[src/logic/svt_pkg.sv]
/*
 * svt_pkg: constants for the supply trip detector control logic.
 * assumes an AHB-Lite slave with 32-bit data and word-aligned registers.
 */
package svt_pkg;
   // =====================================================================
   // register map
   localparam logic [7:0] CTRL_OFFSET   = 8'h00;  // voltage_detect_control
   localparam logic [7:0] STATUS_OFFSET = 8'h04;  // event flag and irq enable
   // =====================================================================
   // control field positions
   localparam int LEVEL_LSB   = 0;
   localparam int LEVEL_MSB   = 3;
   localparam int ENABLE_BIT  = 4;
   localparam int STABLE_BIT  = 5;
   localparam int DIR_BIT     = 7;
   // status field positions
   localparam int FLAG_BIT    = 0;
   localparam int IRQEN_BIT   = 1;
   // =====================================================================
   // level codes: reset value and external input
   localparam logic [3:0] LEVEL_RESET = 4'h5;
   localparam logic [3:0] LEVEL_EXT   = 4'hf;
   // settle time of the reference after each enabling, in ns
   localparam int SETTLE_NS         = 20000;
   localparam int CLK_PERIOD_NS     = 100;
   localparam int SETTLE_CYCLES     = (SETTLE_NS + CLK_PERIOD_NS - 1) / CLK_PERIOD_NS;
   // stabilisation state
   typedef enum logic [1:0] {
      SVT_OFF    = 2'b00,
      SVT_SETTLE = 2'b01,
      SVT_STABLE = 2'b11
   } svt_state_e;
endpackage

[src/logic/svt_detector.sv]
/*
 * svt_detector: digital control and flag logic of a supply trip detector.
 * assumes analog comparator, tap mux and reference live outside; their
 * results arrive asynchronously and are synchronised here.
 */
// The AHB-Lite slave port and the register addresses are this design's own decisions.
`timescale 1ns/1ps
module svt_detector #(
   parameter int SETTLE_COUNT = svt_pkg::SETTLE_CYCLES
) (
   // clock and reset
   input  wire logic        clk_sys,
   input  wire logic        rst_b,
   // ahb-lite slave
   input  wire logic        hsel,
   input  wire logic [31:0] haddr,
   input  wire logic [1:0]  htrans,
   input  wire logic        hwrite,
   input  wire logic [2:0]  hsize,
   input  wire logic [31:0] hwdata,
   input  wire logic        hready,
   output logic [31:0]      hrdata,
   output logic             hreadyout,
   output logic             hresp,
   // analog front end
   input  wire logic        cmpAbove,
   input  wire logic        refSettled,
   output logic             detectorOn,
   output logic [3:0]       tripLevelSelect,
   output logic             externalTripInput,
   // system
   output logic             wakeRequest,
   output logic             irqRequest
);
   import svt_pkg::*;

   // parameter sanity
   // the settle counter is 16 bits wide, so longer counts cannot be served
   if (SETTLE_COUNT < 1 || SETTLE_COUNT > 65536) begin : g_chk
      $error("SETTLE_COUNT must lie between 1 and 65536");
   end

   logic       tripDirectionSelect;
   logic       detectorPowerEnable;
   logic [3:0] tripLevel;
   logic       referenceStableFlag;
   logic       voltageEventFlag;
   logic       voltageEventIrqEnable;
   svt_state_e state;
   logic [15:0] settleCnt;
   logic [2:0] cmpSync;
   logic [2:0] refSync;
   logic       cmpLevel;
   logic       refLevel;
   logic       wrPend;
   logic [7:0] wrAddr;
   logic       trip;
   logic       wrCtrl;
   logic       wrStatus;
   logic [7:0] ctrlView;
   logic [1:0] statusView;

   // =====================================================================
   // bus slave: zero wait states, always okay
   assign hreadyout = 1'b1;
   assign hresp     = 1'b0;

   // capture the address phase of a write
   always_ff @(posedge clk_sys or negedge rst_b) begin
      if (!rst_b) begin
         wrPend <= 1'b0;
         wrAddr <= 8'h00;
      end else if (hready) begin
         wrPend <= hsel && htrans[1] && hwrite;
         wrAddr <= haddr[7:0];
      end
   end

   assign wrCtrl   = wrPend && (wrAddr == CTRL_OFFSET);
   assign wrStatus = wrPend && (wrAddr == STATUS_OFFSET);

   // a read right behind a write must see the word being written, not the old one
   assign ctrlView   = wrCtrl ? {hwdata[DIR_BIT], 1'b0, referenceStableFlag,
                                 hwdata[ENABLE_BIT], hwdata[LEVEL_MSB:LEVEL_LSB]}
                              : {tripDirectionSelect, 1'b0, referenceStableFlag,
                                 detectorPowerEnable, tripLevel};
   assign statusView = wrStatus ? {hwdata[IRQEN_BIT], (trip || hwdata[FLAG_BIT])}
                                : {voltageEventIrqEnable, voltageEventFlag};

   // read data registered in the address phase; unmapped reads zero
   always_ff @(posedge clk_sys or negedge rst_b) begin
      if (!rst_b) begin
         hrdata <= 32'h0000_0000;
      end else if (hready && hsel && htrans[1] && !hwrite) begin
         if (haddr[7:0] == CTRL_OFFSET) begin
            hrdata <= {24'h000000, ctrlView};
         end else if (haddr[7:0] == STATUS_OFFSET) begin
            hrdata <= {30'h0000_0000, statusView};
         end else begin
            hrdata <= 32'h0000_0000;
         end
      end
   end

   // =====================================================================
   // control register; stable flag is not writable
   always_ff @(posedge clk_sys or negedge rst_b) begin
      if (!rst_b) begin
         tripDirectionSelect <= 1'b0;
         detectorPowerEnable <= 1'b0;
         tripLevel           <= LEVEL_RESET;
      end else if (wrCtrl) begin
         tripDirectionSelect <= hwdata[DIR_BIT];
         detectorPowerEnable <= hwdata[ENABLE_BIT];
         tripLevel           <= hwdata[LEVEL_MSB:LEVEL_LSB];
      end
   end

   // analog steering follows the register directly
   assign detectorOn        = detectorPowerEnable;
   assign tripLevelSelect   = tripLevel;
   assign externalTripInput = detectorPowerEnable && (tripLevel == LEVEL_EXT);

   // =====================================================================
   // three-stage synchronisers; only stages two and three are looked at
   always_ff @(posedge clk_sys or negedge rst_b) begin
      if (!rst_b) begin
         cmpSync  <= 3'h0;
         refSync  <= 3'h0;
         cmpLevel <= 1'b0;
         refLevel <= 1'b0;
      end else begin
         cmpSync <= {cmpSync[1:0], cmpAbove};
         refSync <= {refSync[1:0], refSettled};
         if (cmpSync[1] == cmpSync[2]) begin
            cmpLevel <= cmpSync[2];
         end
         if (refSync[1] == refSync[2]) begin
            refLevel <= refSync[2];
         end
      end
   end

   // =====================================================================
   // settling: a fresh count after every enabling, plus analog settled
   always_ff @(posedge clk_sys or negedge rst_b) begin
      if (!rst_b) begin
         state     <= SVT_OFF;
         settleCnt <= 16'h0000;
      end else begin
         case (state)
            SVT_OFF: begin
               settleCnt <= 16'h0000;
               if (detectorPowerEnable) begin
                  state <= SVT_SETTLE;
               end
            end
            SVT_SETTLE: begin
               if (!detectorPowerEnable) begin
                  state <= SVT_OFF;
               end else if (settleCnt >= 16'(SETTLE_COUNT - 1) && refLevel) begin
                  state <= SVT_STABLE;
               end else if (settleCnt < 16'(SETTLE_COUNT - 1)) begin
                  settleCnt <= settleCnt + 16'h0001;
               end
            end
            SVT_STABLE: begin
               if (!detectorPowerEnable) begin
                  state <= SVT_OFF;
               end
            end
            default: state <= SVT_OFF;
         endcase
      end
   end

   assign referenceStableFlag = (state == SVT_STABLE);

   // =====================================================================
   // trip condition; comparator high means supply at or above set point
   assign trip = referenceStableFlag &&
                 (tripDirectionSelect ? cmpLevel : !cmpLevel);

   // sticky event flag, write 0 to bit 0 clears; a set wins the same cycle
   always_ff @(posedge clk_sys or negedge rst_b) begin
      if (!rst_b) begin
         voltageEventFlag      <= 1'b0;
         voltageEventIrqEnable <= 1'b0;
      end else begin
         if (trip) begin
            voltageEventFlag <= 1'b1;
         end else if (wrStatus) begin
            voltageEventFlag <= hwdata[FLAG_BIT];
         end
         if (wrStatus) begin
            voltageEventIrqEnable <= hwdata[IRQEN_BIT];
         end
      end
   end

   // sleep wake runs off the flag regardless of the interrupt enable
   assign wakeRequest = voltageEventFlag;
   assign irqRequest  = voltageEventFlag && voltageEventIrqEnable;

   // =====================================================================
   // checks
   a_no_early_flag: assert property (@(posedge clk_sys) disable iff (!rst_b)
      ($rose(voltageEventFlag) && !$past(wrStatus)) |-> $past(referenceStableFlag))
      else $error("event flag set before reference stable");
   a_low_trip_sets: assert property (@(posedge clk_sys) disable iff (!rst_b)
      (referenceStableFlag && !tripDirectionSelect && !cmpLevel) |=> voltageEventFlag)
      else $error("low trip did not set flag");
   a_high_trip_sets: assert property (@(posedge clk_sys) disable iff (!rst_b)
      (referenceStableFlag && tripDirectionSelect && cmpLevel) |=> voltageEventFlag)
      else $error("high trip did not set flag");
   a_enable_write: assert property (@(posedge clk_sys) disable iff (!rst_b)
      wrCtrl |=> detectorOn == $past(hwdata[ENABLE_BIT]))
      else $error("enable bit not taken");
   a_stable_off: assert property (@(posedge clk_sys) disable iff (!rst_b)
      !detectorPowerEnable |=> !referenceStableFlag)
      else $error("stable flag held while disabled");
   a_ext_route: assert property (@(posedge clk_sys) disable iff (!rst_b)
      externalTripInput |-> tripLevelSelect == LEVEL_EXT && detectorOn)
      else $error("external input routed wrongly");
   a_irq_gate: assert property (@(posedge clk_sys) disable iff (!rst_b)
      irqRequest == (voltageEventFlag && voltageEventIrqEnable) && wakeRequest == voltageEventFlag)
      else $error("interrupt request mismatch");
   a_settle_time: assert property (@(posedge clk_sys) disable iff (!rst_b)
      $rose(detectorPowerEnable) |=> !referenceStableFlag [*2])
      else $error("stable too soon after enabling");
   a_sync_delay: assert property (@(posedge clk_sys) disable iff (!rst_b)
      $changed(cmpLevel) |-> $past(cmpSync[2]) == cmpLevel)
      else $error("comparator level not synchronised");
   c_enable_stable: cover property (@(posedge clk_sys) disable iff (!rst_b)
      $rose(referenceStableFlag));
   c_low_event: cover property (@(posedge clk_sys) disable iff (!rst_b)
      $rose(voltageEventFlag) && !tripDirectionSelect);
   c_high_event: cover property (@(posedge clk_sys) disable iff (!rst_b)
      $rose(voltageEventFlag) && tripDirectionSelect);
   c_irq: cover property (@(posedge clk_sys) disable iff (!rst_b) $rose(irqRequest));
endmodule

[config.mk]
export PLATFORM = sky130hd
export DESIGN_NAME = svt_detector
export DESIGN_NICKNAME = d
export VERILOG_FILES = /design/src/logic/svt_pkg.sv /design/src/logic/svt_detector.sv
export SDC_FILE = /design/constraint.sdc
export NUM_CORES = 1
export LEC_CHECK = 0
export BUFFER_PORTS_ARGS = -buffer_cell sky130_fd_sc_hd__buf_2
export CAP_MARGIN = 30
export CORE_UTILIZATION = 50
export CTS_BUF_LIST = sky130_fd_sc_hd__clkbuf_8
export CTS_CLUSTER_DIAMETER = 200
export CTS_CLUSTER_SIZE = 25
export DETAILED_ROUTE_END_ITERATION = 8
export MAX_ROUTING_LAYER = met4
export PLACE_DENSITY_LB_ADDON = 0.12
export SYNTH_ARGS = -nofsm -noshare
export SYNTH_HDL_FRONTEND = slang
export SYNTH_SLANG_ARGS = --single-unit
[constraint.sdc]
create_clock -name clk_sys -period 6.05 [get_ports clk_sys]
set_input_delay 1.815 -clock clk_sys [delete_from_list [all_inputs] [get_ports clk_sys]]
set_output_delay 1.815 -clock clk_sys [all_outputs]
set_load 0.05 [all_outputs]
==> results.cfg <==
[outcome]
status = completed

[cts]
post_cts_resize_count = 0
clock-sinks = 50
postCtsSetupBuffers = 0
clk_transition_reported_paths_ns = 0.09
cts_max_level = 2
number_of_buffers_created_by_cts = 5
clk_path_buf_depth = 2
clock_latency_on_the_worst_skew_pair_ns = 0.30
postCtsHoldBufs = 0
cts_tree = yes
clock_root_buffer = clkbuf_8

[timing]
setup_viol_count_final = 0
tightestPinTransition_ns = 0.949
number_of_pins_exceeding_their_max_slew_limit_in_the_final_report = 0
unrepaired_setup_endpoints_after_global_routing = false
setup_skew_after_layout_ns = 0.00681
hold_ws_ns = 0.355
final-hold-violation-count = 0
post-route-min-period_ns = 3.22
final.setup.tns_ns = 0
share_of_the_cycle_needed_by_the_critical_path_after_routing_pct = 53.2
clock.fmax_ghz = 0.311
maxSlewHeadroom_pct = 36.7

[logic_synthesis]
synth_flop_cell = dfrtp_1
seq_area_frac_synth_pct = 56.1
asyncSetResetFlopFracSynth_pct = 100
synth.ff_latch_count = 50
netlist_area_sq_um = 2230
netlist_instances = 189
ys_types = 42
synth-warning-count = 0
synth.avg_cell_area_sq_um = 11.8
synth_edf_count = 0

[route]
maxUsedRoutingLayer = met4
vias = 1478
detail_route.wirelength_mm = 3.93
drt.antenna.violating_nets = 0
drtIter0Drc = 63
route.met2.wl_mm = 1.92
drt-vias-per-instance = 5.30
detail_route.drc_violations = 0
firstDrtPassIters = 4
m1WireLength_mm = 1.73
routedWlPerCell_microns = 14.1
met3_length_microns = 220

[power]
combPwrFrac_pct = 13.1
switchingPower_uw = 178
intPower_uw = 457
pwr-share-clk_pct = 31.1
power.density_cell_area_nw_per_um2 = 257
static-leakage-power_nw = 1.18
switching_share_pct = 28.0
power.share.sequential_pct = 55.9
power.ir.vdd_worst_mv = 0.174

[setup_path]
crit-reg2reg-capture = settleCnt[5]
worstSetupPathType = in -> reg
r2r_worst_path_depth = 5
startpoint_kind_of_the_worst_setup_timing_path = primary input
timing.critical_path.to_type = flop
timing.reg2reg.setup_slack_ns = 3.38
required_ns = 6.29
timing.critical_path.arrival_ns = 3.46
path_max_fanout = 12
worstReg2RegStart = settleCnt[0]

[floorplanning]
core_area_sq_um = 4140
floorplan.io_pins = 118
placement_rows = 23
die_width_microns = 68.9
die_area_sq_um = 4740
die_h_microns = 68.9
initial_core_util_pct = 53.9

[grt]
grt_pass1_wl_mm = 6.20
grt_antenna_before_repair = 0
largest_net_degree_at_the_start_of_global_routing = 29
grt_util_all_layers_pct = 19.0
via_count_of_the_first_global_routing_pass = 1362
grt_overflow = 0

[worst_hold_path]
timing.hold.worst.class = reg -> reg
min_from = refSync[0]
timing.hold.worst_path_depth = 0
hold-path-endpoint = refSync[1]

[job]
max_cap_violations = 0

[placement]
postPlaceCellArea_sq_um = 2380
port_buffers = 36
gpl.final_weighted_congestion = 0.794
detailedPlacementHpwl_mm = 2.94

[cells_and_area]
antenna-diode-count = 0
multi_input_area_sq_um = 835
area_delta_synth_final_pct = 10.6
fin_nets = 305
nFillCells = 353
layout.area.seq_sq_um = 1250
finalInstanceArea_sq_um = 2470
post_route_cells_drive_above_1_share_pct = 29.3
## state kept, by name, indices dropped and copies added (netlist names)
signal                 flops
cmpLevel                   1
cmpSync                    3
detectorOn                 1
hrdata                     7
refLevel                   1
refSync                    3
settleCnt                 16
state                      2
tripDirectionSelect        1
tripLevelSelect            4
voltageEventIrqEnable      1
wakeRequest                1
wrAddr                     8
wrPend                     1
## power by group through the flow
stage / clock network [mW] / logic (mW) / registers (mW)
after floorplan: 0 / 0.0689 / 0.366
after global placement: 0 / 0.0799 / 0.360
after detailed placement: 0 / 0.0833 / 0.361
after CTS: 0.206 / 0.0835 / 0.355
after global routing: 0.218 / 0.0895 / 0.356
final: 0.197 / 0.0831 / 0.355
## worst max-delay path by stage
| stage | cells after the start | end | slack (ns) | start |
|---|---|---|---|---|
| 3_3_place_gp | 5 | hrdata[5] | 2.48 | hready |
| 5_1_grt | 5 | hrdata[1] | 2.68 | hready |
| 3_5_place_dp | 5 | hrdata[5] | 2.50 | hready |
| 2_1_floorplan | 2 | externalTripInput | 2.77 | tripLevelSelect[2] |
| 4_1_cts | 5 | hrdata[5] | 2.80 | hready |
| 6_report | 5 | hrdata[5] | 2.83 | hready |
## cell type report
| cell class | instances | share of cell area, % |
|---|---|---|
| Clock inverter | 2 | 0.506 |
| Tap cell | 50 | 2.53 |
| Sequential cell | 50 | 50.7 |
| Multi-Input combinational cell | 127 | 33.8 |
| Clock buffer | 6 | 3.34 |
| Inverter | 7 | 1.06 |
| Timing Repair Buffer | 37 | 8.10 |
## through the flow
step	util, %	cells	worst slack [ns]	power, mW
global route	59.7	279	2.68	0.664
detailed placement	57.4	271	2.50	0.445
global placement	56.9	270	2.48	0.440
CTS	59.7	279	2.80	0.644
floorplan	-	214	2.77	0.435
finish	59.7	279	2.83	0.635
## cell usage in the layout, fill, tap and decap left out, types with 4 or more instances in the layout
cell,n
a21oi_1,6
and2_1,12
buf_2,36
clkbuf_8,6
conb_1,27
dfrtp_1,48
inv_1,7
mux2_2,12
nand2_1,9
nand3_1,8
nor2_1,4
o21ai_0,7
## cell usage after synthesis (2+ instances only)
library cell | n | area share, %
a21oi_1 | 6 | 1.3
a22o_1 | 3 | 1.2
a32o_1 | 2 | 0.90
and2_1 | 12 | 3.4
buf_4 | 27 | 9.1
clkbuf_1 | 3 | 0.50
conb_1 | 2 | 0.34
dfrtp_1 | 48 | 54
dfstp_2 | 2 | 2.4
inv_1 | 7 | 1.2
maj3_1 | 2 | 0.90
mux2_2 | 12 | 6.0
mux2i_1 | 2 | 0.90
nand2_1 | 9 | 1.5
nand3_1 | 8 | 1.8
nand4_1 | 3 | 0.84
nor2_1 | 4 | 0.67
nor4_1 | 2 | 0.56
o21ai_0 | 7 | 1.6
o31ai_1 | 2 | 0.67
or3_1 | 3 | 0.84
or4_1 | 3 | 1.0
## routing by layer
metal | up-vias | GRT usage [%]
li1 | 690 | -
met1 | 723 | 23.1
met3 | 7 | 5.59
met2 | 58 | 29.4
met5 | - | -
met4 | 0 | 7.91
## worst max-delay path, stage by stage
cell	delay, ns
buf_2	0.23
nand4b_1	0.38
nor4b_2	0.53
and2_1	0.32
a32o_1	0.19
## cell families after synthesis
kind of cell               synth area share [%]
buffers and inverters                      10.8
adders and majority gates                  1.46
DFF                                        56.1
xor gates and xnor gates                  0.392
muxes                                      7.61
other                                     0.336
and+or+nand+nor                            14.6
AOI/OAI and AO/OA                          8.74
(Power assumes the default switching activity.)
